===== config.mk =====
export PLATFORM = sky130hd
export DESIGN_NAME = prl_rate_limit
export DESIGN_NICKNAME = d
export VERILOG_FILES = /design/src/prl_pkg.sv /design/src/prl_rate_limit.sv
export SDC_FILE = /design/constraint.sdc
export NUM_CORES = 2
export LEC_CHECK = 0
export BUFFER_PORTS_ARGS = -buffer_cell sky130_fd_sc_hd__buf_4
export CORE_UTILIZATION = 30
export CTS_CLUSTER_SIZE = 30
export DETAILED_ROUTE_END_ITERATION = 12
export PLACE_DENSITY = 0.44
export SYNTH_ARGS = -nofsm -noshare
export SYNTH_HDL_FRONTEND = slang
export SYNTH_SLANG_ARGS = --single-unit

===== constraint.sdc =====
create_clock -name clk -period 15.9 [get_ports clk]
set_input_delay 0.795 -clock clk [delete_from_list [all_inputs] [get_ports clk]]
set_output_delay 0.795 -clock clk [all_outputs]
set_load 0.02 [all_outputs]

===== src/prl_pkg.sv =====
/*
 holds the constants, modes and carrier structs of the port rate limiter.
 assumes one 10 MHz switch clock and a synchronous active-high reset.
*/
// What this block does
// - ingress low register keeps the priority 1 code in bits 14:8 and priority 0 in bits 6:0.
// - ingress high register keeps the priority 3 code in bits 14:8 and priority 2 in bits 6:0.
// - egress low register keeps the priority 1 code in bits 14:8 and priority 0 in bits 6:0.
// - bit 7 of the egress low register turns egress limiting on, resetting to zero.
// - code zero, the reset value of every field, means no limiting at full line rate.
// - at 100 Mbit/s codes 1 to 100 permit 1 to 100 Mbit/s in 1 Mbit/s steps.
// - at 10 Mbit/s codes 1 to 10 permit 1 to 10 Mbit/s in 1 Mbit/s steps.
// - at 100 Mbit/s codes 0x65 to 0x73 permit 64 to 960 Kbit/s in 64 Kbit/s steps.
// - frames over the permitted rate of their priority and direction are dropped.
// - a two-bit ingress mode picks which frame kinds are counted and limited.
// - with gap counting on, twelve bytes per frame join the rate byte count.
// - with preamble counting on, eight bytes per frame join the rate byte count.
// - egress high register keeps the priority 3 code in bits 14:8 and priority 2 in bits 6:0.
package prl_pkg;
   // ****************************************************
   // timing
   // ****************************************************
   localparam int unsigned CLK_MHZ = 10;
   localparam int unsigned TICK_US = 125;
   localparam int unsigned TICK_CYC = TICK_US * CLK_MHZ;
   localparam int unsigned SUB_KBPS = 64;
   localparam int unsigned MBPS_BITS = TICK_US;
   localparam int unsigned SUB_BITS = SUB_KBPS * TICK_US / 1000;
   // ****************************************************
   // register indices (byte address is four times)
   // ****************************************************
   localparam logic [11:0] IDX_CTRL = 12'h072;
   localparam logic [11:0] IDX_ING_LO = 12'h074;
   localparam logic [11:0] IDX_ING_HI = 12'h076;
   localparam logic [11:0] IDX_EGR_LO = 12'h078;
   localparam logic [11:0] IDX_EGR_HI = 12'h07a;
   localparam int unsigned IDX_LSB = 2;
   // ****************************************************
   // fields and codes
   // ****************************************************
   localparam int unsigned CODE_W = 7;
   localparam int unsigned HI_LSB = 8;
   localparam int unsigned LO_LSB = 0;
   localparam int unsigned EGR_EN_BIT = 7;
   localparam int unsigned MODE_LSB = 2;
   localparam int unsigned IFG_BIT = 1;
   localparam int unsigned PRE_BIT = 0;
   localparam logic [6:0] CODE_OFF = 7'h00;
   localparam logic [6:0] CODE_MBPS_MAX = 7'h64;
   localparam logic [6:0] CODE_10M_MAX = 7'h0a;
   localparam logic [6:0] CODE_SUB_MIN = 7'h65;
   localparam logic [6:0] CODE_SUB_MAX = 7'h73;
   localparam logic [3:0] CTRL_RESET = 4'h0;
   localparam logic [4:0] IFG_BYTES = 5'h0c;
   localparam logic [4:0] PRE_BYTES = 5'h08;
   localparam int unsigned NUM_PRIO = 4;
   localparam int unsigned NUM_BKT = 8;
   typedef enum logic [1:0] {
      LIM_ALL = 2'h0,
      LIM_BMF = 2'h1,
      LIM_BM = 2'h2,
      LIM_B = 2'h3
   } prl_mode_e;
   typedef struct packed {
      logic valid;
      logic [1:0] prio;
      logic [11:0] len;
      logic bcast;
      logic mcast;
      logic flood;
   } prl_frame_s;
   typedef struct packed {
      logic valid;
      logic pass;
      logic metered;
   } prl_verdict_s;
endpackage


===== src/prl_rate_limit.sv =====
/*
 per-port rate limit registers on apb and the credit meters they steer.
 assumes the datapath offers one frame descriptor per direction and obeys
 the verdict returned one cycle later.
*/
// The implementer's own choice: register access over APB.
`timescale 1ns/1ns
module prl_rate_limit
   import prl_pkg::*;
#(
   parameter int unsigned ADDR_W = 14,
   parameter int unsigned BURST_BYTES = 2048,
   parameter int unsigned CRED_W = 20
) (
   input wire logic clk,
   input wire logic reset,
   input wire logic psel,
   input wire logic penable,
   input wire logic pwrite,
   input wire logic [ADDR_W-1:0] paddr,
   input wire logic [31:0] pwdata,
   input wire logic [3:0] pstrb,
   output logic [31:0] prdata,
   output logic pready,
   output logic pslverr,
   input wire logic speed_100,
   input wire prl_frame_s ing_frame,
   input wire prl_frame_s egr_frame,
   output prl_verdict_s ing_verdict,
   output prl_verdict_s egr_verdict
);
   // ****************************************************
   // helpers
   // ****************************************************
   localparam logic [CRED_W-1:0] CAP = CRED_W'(BURST_BYTES * 8);
   localparam logic [10:0] TICK_LAST = 11'(TICK_CYC - 1);

   // slot 0..3 of the code pairs for an index, 4 when none
   function automatic logic [2:0] pair_slot(input logic [11:0] idx);
      case (idx)
         IDX_ING_LO: pair_slot = 3'h0;
         IDX_ING_HI: pair_slot = 3'h1;
         IDX_EGR_LO: pair_slot = 3'h2;
         IDX_EGR_HI: pair_slot = 3'h3;
         default: pair_slot = 3'h4;
      endcase
   endfunction

   // code is a real limit at the present line speed
   function automatic logic is_limit(input logic [6:0] c, input logic fast);
      if (fast) begin
         is_limit = (c != CODE_OFF) && (c <= CODE_SUB_MAX);
      end else begin
         is_limit = (c != CODE_OFF) && (c <= CODE_10M_MAX);
      end
   endfunction

   // bits granted per tick for a limiting code
   function automatic logic [CRED_W-1:0] rate_bits(input logic [6:0] c);
      if (c <= CODE_MBPS_MAX) begin
         rate_bits = CRED_W'(c) * CRED_W'(MBPS_BITS);
      end else begin
         rate_bits = CRED_W'(c - CODE_MBPS_MAX) * CRED_W'(SUB_BITS);
      end
   endfunction

   // ****************************************************
   // register state
   // ****************************************************
   logic [6:0] code [NUM_BKT];
   logic [6:0] next_code [NUM_BKT];
   logic egr_en;
   logic next_egr_en;
   logic [3:0] ctrl;
   logic [3:0] next_ctrl;
   logic [31:0] next_prdata;
   logic next_pready;
   logic next_pslverr;
   logic [11:0] idx;
   logic [2:0] slot;
   logic mapped;
   logic [15:0] rword;
   logic wr_go;
   logic acc;

   assign idx = paddr[IDX_LSB +: 12];
   assign slot = pair_slot(idx);
   assign mapped = (paddr[IDX_LSB-1:0] == 2'h0) && (slot != 3'h4 || idx == IDX_CTRL);
   assign acc = psel && penable && !pready;
   assign wr_go = psel && penable && pready && pwrite && !pslverr;

   // read word: reserved bits 15 and 7 read zero except the egress enable
   always_comb begin
      rword = 16'h0000;
      if (idx == IDX_CTRL) begin
         rword[3:0] = ctrl;
      end else if (slot != 3'h4) begin
         rword[HI_LSB +: CODE_W] = code[{slot[1:0], 1'b1}];
         rword[LO_LSB +: CODE_W] = code[{slot[1:0], 1'b0}];
         rword[EGR_EN_BIT] = (slot == 3'h2) && egr_en;
      end
   end

   // apb: one wait state, writes land on the ready edge
   always_comb begin
      next_pready = acc;
      next_pslverr = acc && !mapped;
      next_prdata = prdata;
      if (acc) begin
         next_prdata = (mapped && !pwrite) ? {16'h0000, rword} : 32'h0000_0000;
      end
      next_code = code;
      next_egr_en = egr_en;
      next_ctrl = ctrl;
      if (wr_go && idx == IDX_CTRL && pstrb[0]) begin
         next_ctrl = pwdata[3:0];
      end
      if (wr_go && slot != 3'h4) begin
         if (pstrb[0]) begin
            next_code[{slot[1:0], 1'b0}] = pwdata[LO_LSB +: CODE_W];
         end
         if (pstrb[1]) begin
            next_code[{slot[1:0], 1'b1}] = pwdata[HI_LSB +: CODE_W];
         end
         if (pstrb[0] && slot == 3'h2) begin
            next_egr_en = pwdata[EGR_EN_BIT];
         end
      end
   end

   // every code field resets to zero
   always_ff @(posedge clk) begin
      if (reset) begin
         for (int i = 0; i < NUM_BKT; i++) begin
            code[i] <= CODE_OFF;
         end
         egr_en <= 1'b0;
         ctrl <= CTRL_RESET;
         prdata <= 32'h0000_0000;
         pready <= 1'b0;
         pslverr <= 1'b0;
      end else begin
         code <= next_code;
         egr_en <= next_egr_en;
         ctrl <= next_ctrl;
         prdata <= next_prdata;
         pready <= next_pready;
         pslverr <= next_pslverr;
      end
   end

   // ****************************************************
   // refill tick divider
   // ****************************************************
   logic [10:0] tick_cnt;
   logic [10:0] next_tick_cnt;
   logic tick;

   assign tick = (tick_cnt == TICK_LAST);

   always_comb begin
      next_tick_cnt = tick ? 11'h000 : tick_cnt + 11'h001;
   end

   always_ff @(posedge clk) begin
      if (reset) begin
         tick_cnt <= 11'h000;
      end else begin
         tick_cnt <= next_tick_cnt;
      end
   end

   // ****************************************************
   // frame cost and counting selection
   // ****************************************************
   logic [15:0] ing_cost;
   logic [15:0] egr_cost;
   logic ing_counted;
   prl_mode_e mode;

   assign mode = prl_mode_e'(ctrl[MODE_LSB +: 2]);

   // gap and preamble bytes added per frame
   function automatic logic [15:0] cost_bits(input logic [11:0] len, input logic [3:0] c);
      logic [12:0] bytes;
      bytes = {1'b0, len};
      if (c[IFG_BIT]) begin
         bytes = bytes + 13'(IFG_BYTES);
      end
      if (c[PRE_BIT]) begin
         bytes = bytes + 13'(PRE_BYTES);
      end
      cost_bits = {bytes, 3'h0};
   endfunction

   assign ing_cost = cost_bits(ing_frame.len, ctrl);
   assign egr_cost = cost_bits(egr_frame.len, ctrl);

   // which ingress frames meet the meter
   always_comb begin
      case (mode)
         LIM_ALL: ing_counted = 1'b1;
         LIM_BMF: ing_counted = ing_frame.bcast || ing_frame.mcast || ing_frame.flood;
         LIM_BM: ing_counted = ing_frame.bcast || ing_frame.mcast;
         LIM_B: ing_counted = ing_frame.bcast;
         default: ing_counted = 1'b1;
      endcase
   end

   // ****************************************************
   // credit meters, bucket b: direction b[2], priority b[1:0]
   // ****************************************************
   logic [CRED_W-1:0] credit [NUM_BKT];
   logic [CRED_W-1:0] next_credit [NUM_BKT];
   logic [NUM_BKT-1:0] active;
   logic [NUM_BKT-1:0] hit;
   logic [NUM_BKT-1:0] short;
   prl_verdict_s next_ing_verdict;
   prl_verdict_s next_egr_verdict;

   for (genvar b = 0; b < NUM_BKT; b++) begin : g_bkt
      logic [CRED_W:0] sum;
      logic [15:0] cost;
      // egress meters run only while enabled
      assign active[b] = is_limit(code[b], speed_100) && ((b < NUM_PRIO) || egr_en);
      assign cost = (b < NUM_PRIO) ? ing_cost : egr_cost;
      assign hit[b] = (b < NUM_PRIO) ?
         (ing_frame.valid && ing_counted && ing_frame.prio == 2'(b)) :
         (egr_frame.valid && egr_frame.prio == 2'(b - NUM_PRIO));
      assign short[b] = active[b] && hit[b] && (credit[b] < CRED_W'(cost));
      // refill at the rate, spend on each passed frame
      always_comb begin
         sum = {1'b0, credit[b]};
         if (tick) begin
            sum = sum + {1'b0, rate_bits(code[b])};
         end
         if (active[b] && hit[b] && !short[b]) begin
            sum = sum - (CRED_W+1)'(cost);
         end
         if (!active[b] || sum > {1'b0, CAP}) begin
            // idle meters stay full so a new limit starts with a full burst
            next_credit[b] = CAP;
         end else begin
            next_credit[b] = sum[CRED_W-1:0];
         end
      end
   end

   // drop a frame whose meter lacks credit
   always_comb begin
      next_ing_verdict.valid = ing_frame.valid;
      next_ing_verdict.pass = !(|short[NUM_PRIO-1:0]);
      next_ing_verdict.metered = |(hit[NUM_PRIO-1:0] & active[NUM_PRIO-1:0]);
      next_egr_verdict.valid = egr_frame.valid;
      next_egr_verdict.pass = !(|short[NUM_BKT-1:NUM_PRIO]);
      next_egr_verdict.metered = |(hit[NUM_BKT-1:NUM_PRIO] & active[NUM_BKT-1:NUM_PRIO]);
   end

   always_ff @(posedge clk) begin
      if (reset) begin
         for (int i = 0; i < NUM_BKT; i++) begin
            credit[i] <= CAP;
         end
         ing_verdict <= '0;
         egr_verdict <= '0;
      end else begin
         credit <= next_credit;
         ing_verdict <= next_ing_verdict;
         egr_verdict <= next_egr_verdict;
      end
   end
endmodule


# ---- Word-level counts from Yosys, hierarchy flattened
# Index checks and enable logic that the tools add are counted.
dict set report classes {
  bitwise_logic 4
  n_mux 65
  n_reduce_logical 127
  n_eq_ne 17
  add_sub_neg 29
  n_mul 8
  n_lt_le_gt_ge 44
}
# cell n
set ops {}
lappend ops {{21-bit 2-to-1 mux} 16}
lappend ops {{20-bit 2-to-1 mux} 16}
lappend ops {{20-bit by 20-bit adder with 21-bit output} 8}
lappend ops {{21-bit by 15-bit > comparator with 1-bit output (second input constant)} 8}
lappend ops {{56-bit 2-to-1 mux} 3}
lappend ops {{21-bit by 16-bit subtractor with 21-bit output} 8}
lappend ops {{20-bit by 16-bit less-than comparator with 1-bit output} 8}
lappend ops {{56-bit bitwise mux} 2}
lappend ops {{7-bit less-or-equal comparator (second input constant)} 16}
lappend ops {{7-bit by 7-bit multiplier with 14-bit output (second input constant)} 8}
lappend ops {{1-bit logical AND} 68}
lappend ops {{7-bit by 7-bit subtractor with 8-bit output (second input constant)} 8}
lappend ops {{12-bit by 7-bit equality test with 1-bit output (second input constant)} 5}
lappend ops {{7-bit by 4-bit less-or-equal comparator with 1-bit output (second input constant)} 8}
lappend ops {{7-bit nonzero test} 8}
lappend ops {{13-bit 2-to-1 mux} 4}
lappend ops {{7-bit binary-select mux with 3-bit select} 2}
lappend ops {{7-bit demux with 3-bit select} 2}
lappend ops {{7-bit 2-to-1 mux} 6}
lappend ops {{15-bit 2-to-1 mux} 2}
lappend ops {{12-bit by 4-bit adder with 13-bit output (second input constant)} 2}
lappend ops {{13-bit by 4-bit adder with 13-bit output (second input constant)} 2}
lappend ops {{1-bit zero test} 22}
lappend ops {{2-bit OR reduction} 9}
lappend ops {{other kinds (19)} 53}
dict set report totals {
  wordCells 322
  input_bits 92
  ff_bits 272
  output_inout_bits 40
}

# ---- Depth between registers and ports, before layout
dict set report depth {
  depth_word 13
  ltp_mapped 37
  mapped_depth_nobuf 36
}

# ---- Worst setup path after synthesis
# Ideal clock, no wire load.
dict set report synth_timing {
  path_kind {flip-flop to flip-flop}
  startpoint {register code[37] in the netlist's numbering}
  endpoint {register credit[100] in the netlist's numbering}
  stages_incl_launch_ff 33
  synth_period_minus_slack_ns 7.974
  path_slack_ns 7.926
  setup_ns 0.133
  n_path_buf 2
  arrival_ns 7.841
  cell_sequence {dfxtp_1 fa_1 fa_1 inv_1 fa_1 fa_1 inv_1 ha_1 o21ai_0 a21boi_0 o21ai_0 a21boi_0 o21ai_0 a21boi_0 o21ai_0 mux2_2 a211o_1 ha_1 clkbuf_1 nor3_1 o31ai_1 ha_1 nand3_1 nor2_1 a221o_1 or3_1 o22ai_1 o2111ai_1 nor4b_1 a31o_2 o22ai_1 clkbuf_1 nor4_1}
}
dict set report synth_via {
  elab_chain_cells 11
  elab_cells_between_ends 23
  cone_classes {add/sub: 3; mul: 1; order compare: 4; mux: 5; reduce/logical: 10}
}
# item line
set synth_rtl {}
lappend synth_rtl {{start, declared} prl_rate_limit.sv:70} ;# logic [6:0] code [NUM_BKT];
lappend synth_rtl {{start signal, assigned} prl_rate_limit.sv:143} ;# code <= next_code;
lappend synth_rtl {{parallel branches: the longest is 11 deep, another holds 20-bit by 20-bit adder with 21-bit output} n/a}
lappend synth_rtl {{end signal, assigned} prl_rate_limit.sv:267} ;# credit <= next_credit;
lappend synth_rtl {{end, declared} prl_rate_limit.sv:213} ;# logic [CRED_W-1:0] credit [NUM_BKT];
# Several ways; the timed one is not identified. The select of a mux whose other input is x is not followed.
# A chain may end at the register's enable or synchronous reset.

# ---- Worst setup path after layout
dict set report layout_timing {
  startpoint {register code[39] in the netlist's numbering}
  endpoint {register credit[109] in the netlist's numbering}
}
# Same word-level chain as after synthesis.

==> out/metrics.cfg <==
[placed_design]
post_dp_cell_area_sq_um = 43200
placedCellCount = 6792
portBuffers = 92
gp_congestion = 0.858
post-dp-hpwl_um = 104000

[cells_and_area]
layout_commonest_cell = ha_1
fin_cells = 6863
fill_cells = 14000
final_cell_mix = ha_1, nand2_1, inv_1, nor2_1, a21oi_1
layout-drive-gt1-share_pct = 6.31
design_area_sq_um = 44600
fin_nets = 6089
syn_to_final_growth_pct = 10.7

[clock_network]
cts_setup_buffers = 0
tritoncts = done
ctsResizeCount = 0
ctsHtreeMaxLevel = 2
cts.sinks = 255
cts_buffer_depth = 3
cts_inserted_buffers = 39
clk_pin_slew_ns = 0.06
cts-root-buf = clkbuf_16
clkLatencyLatePin_ns = 0.61
ctsHoldBuffers = 0

[setup_path]
cp_slowest_cell = o22ai_1
rr_startpoint = code[39]$_SDFFE_PP0P_
path_max_fanout = 13
crit_top_cell = o21ai_0
r2r_slack_ns = 6.20
start_kind = register
critPathKind = reg -> reg
crit_path_end_kind = register
worstPathRequired_ns = 16.33
max_stage_delay_ns = 0.79
reg2reg_depth = 31
worst_r2r_endpoint = credit[109]$_SDFF_PP0_
cp.arrival_ns = 10.13

[floorplanning]
std_cell_rows = 133
coreArea_sq_um = 132000
dieArea_sq_um = 136000
fp.dieH_um = 368
die_w_um = 368
pin_count = 132
start_util_pct = 30.4

[min_path]
hold_end = pslverr$_SDFF_PP0_
hp-class = in -> reg
holdCritStartpoint = paddr[0]
hold_depth = 2

[logic_synthesis]
synth_area_per_cell_sq_um = 8.07
synthFlopType = dfxtp_1
synth-xor-area-share_pct = 6.34
synthTopCellsByArea = ha_1, dfxtp_1, fa_1
synth_compound_area_share_pct = 22.1
synth_edf_count = 0
yosysUniqueCellTypes = 95
synth_top_area_cell = ha_1
synth_top_area_share_pct = 23.6
ys_ff_latch = 255
seq_area_frac_synth_pct = 12.7
synth_fa_ha_area_share_pct = 31.6
syn-instance-count = 4982
synth_top_family_by_area = adder cells
synth.area.mux_share_pct = 4.39
yosys.area_share.simple_pct = 17.7
ys_warn_count = 0
netlist_area_sq_um = 40200
async_reset_ff_share_pct = 0

[pwr]
clkPwrFrac_pct = 52.6
leakage_nw = 21.2
p_int_mw = 1.29
p_seq_share_pct = 36.3
total_power_mw = 1.80
vdd_drop_max_v = 0.0000632
switching_share_pct = 28.1
power_density_nw_per_um2 = 40.3
p_switching_uw = 504
p_comb_share_pct = 11.0

[sta]
slew_viol_final = 0
worst_slew_pin_slew_ns = 1.27
hold_viol = 0
rsz0062_at_grt = no
fin_crit_sh_pct = 61.0
slew_headroom_pct = 15.4
timing.final.crit_period_ns = 9.70
setup_violations = 0
clock_skew_ns = 0.0170
setup_tns_ns = 0
max_freq_mhz = 103

[route]
via_count = 35800
drt-initial-drc-count = 2073
route.detailed.drc = 0
vias_per_cell = 5.22
wl_um = 131000
ant_nets = 0
routedWlPerCell_um = 19.1
drtPass1Iterations = 5

[global_route]
grtUsageTotal_pct = 19.1
antenna_found_initial = 2
grt_overflow = 0
grt_max_degree = 156
grt_pass1_vias = 35000
grt_pass1_wl_um = 206000

[status]
run_status = completed

[run]
drv_cap = 0

[registers in the layout (all words and copies together), names as in the netlist]
signal / flops
code: 56
credit: 160
ctrl: 4
egr_en: 1
egr_verdict: 3
ing_verdict: 3
prdata: 15
pready: 1
pslverr: 1
tick_cnt: 11
[through the flow]
stage          hold WS [ns]  utilization, %  worst slack, ns
5_1_grt               0.410            33.7             5.57
3_5_place_dp          0.471            32.7             6.30
2_1_floorplan         0.445               -             7.93
4_1_cts               0.392            33.7             6.27
6_report              0.428            33.7             6.20
3_3_place_gp          0.467            32.7             6.31
[power groups by stage]
stage / Sequential (mW) / Combinational [mW] / Clock (mW)
4_1_cts: 0.653 / 0.198 / 0.982
3_3_place_gp: 0.667 / 0.196 / 0
3_5_place_dp: 0.667 / 0.198 / 0
6_report: 0.653 / 0.198 / 0.945
5_1_grt: 0.653 / 0.219 / 1.00
2_1_floorplan: 0.665 / 0.126 / 0
[area by class of cell]
class	instances	area, sq um	area share (%)
antenna	1	2.50	0.00562
clock buffer	54	1110	2.50
clock inverter	16	229	0.514
inverter	368	1380	3.10
multi-input combinational	4248	33300	74.7
sequential	255	5100	11.5
tap	1755	2200	4.93
timing repair buffer	166	1260	2.83
[cells in the mapped netlist (all sizes together), types with 15 or more instances]
| master | n |
|---|---|
| and2 | 41 |
| nor3 | 85 |
| a2111oi | 33 |
| a211o | 19 |
| nand2b | 46 |
| o21ai | 334 |
| xnor2 | 174 |
| a31oi | 43 |
| buf | 50 |
| a21boi | 27 |
| mux2i | 146 |
| fa | 160 |
| nand3b | 15 |
| or3 | 28 |
| a31o | 15 |
| a211oi | 69 |
| nor2b | 62 |
| o211ai | 45 |
| a21o | 171 |
| clkbuf | 117 |
| nor3b | 29 |
| mux2 | 27 |
| nand4 | 65 |
| o21bai | 32 |
| nor4 | 96 |
| xor2 | 117 |
| dfxtp | 255 |
| nor2 | 359 |
| inv | 367 |
| nand2 | 403 |
| nor4b | 17 |
| o22ai | 28 |
| o21a | 57 |
| ha | 759 |
| a311oi | 17 |
| nand3 | 98 |
| a21oi | 344 |
| o31ai | 22 |
| and3 | 32 |
[worst max path at each step]
stage / to / from
final: credit[109]$_SDFF_PP0_ / code[39]$_SDFFE_PP0P_
after global routing: credit[81]$_SDFF_PP0_ / code[28]$_SDFFE_PP0P_
after CTS: credit[109]$_SDFF_PP0_ / code[39]$_SDFFE_PP0P_
after detailed placement: credit[101]$_SDFF_PP0_ / code[39]$_SDFFE_PP0P_
after global placement: credit[101]$_SDFF_PP0_ / code[39]$_SDFFE_PP0P_
after floorplan: credit[100]$_SDFF_PP0_ / code[37]$_SDFFE_PP0P_
[logic make-up (layout without fill, tap and decap cells)]
logic type / Yosys count / in the layout
simple gates: 1431 / 1431
compound gates: 1377 / 1377
fa+ha+maj: 919 / 919
buf+inv: 535 / 604
xor+xnor: 291 / 291
flops: 255 / 255
mux: 173 / 173
other cells: 1 / 58
[worst max-delay path: cells and delay by family, from the launching register on]
family / cells / cell delay, ns
xor+xnor: 1 / 0.14
buf+inv: 3 / 0.48
simple gates: 3 / 0.53
fa+ha+maj: 7 / 2.97
flops: 1 / 0.73
compound gates: 16 / 4.38
mux: 1 / 0.28
[per-layer routing]
metal  track usage [%]  vias up  routed length [um]
li1                  -    18200                   -
met1              28.1    17000               67800
met2              30.1      502               57200
met3              1.79       87                4080
met4              3.26        0                1870
met5                 0        -                   0
Power figures use the tool's default switching activity.
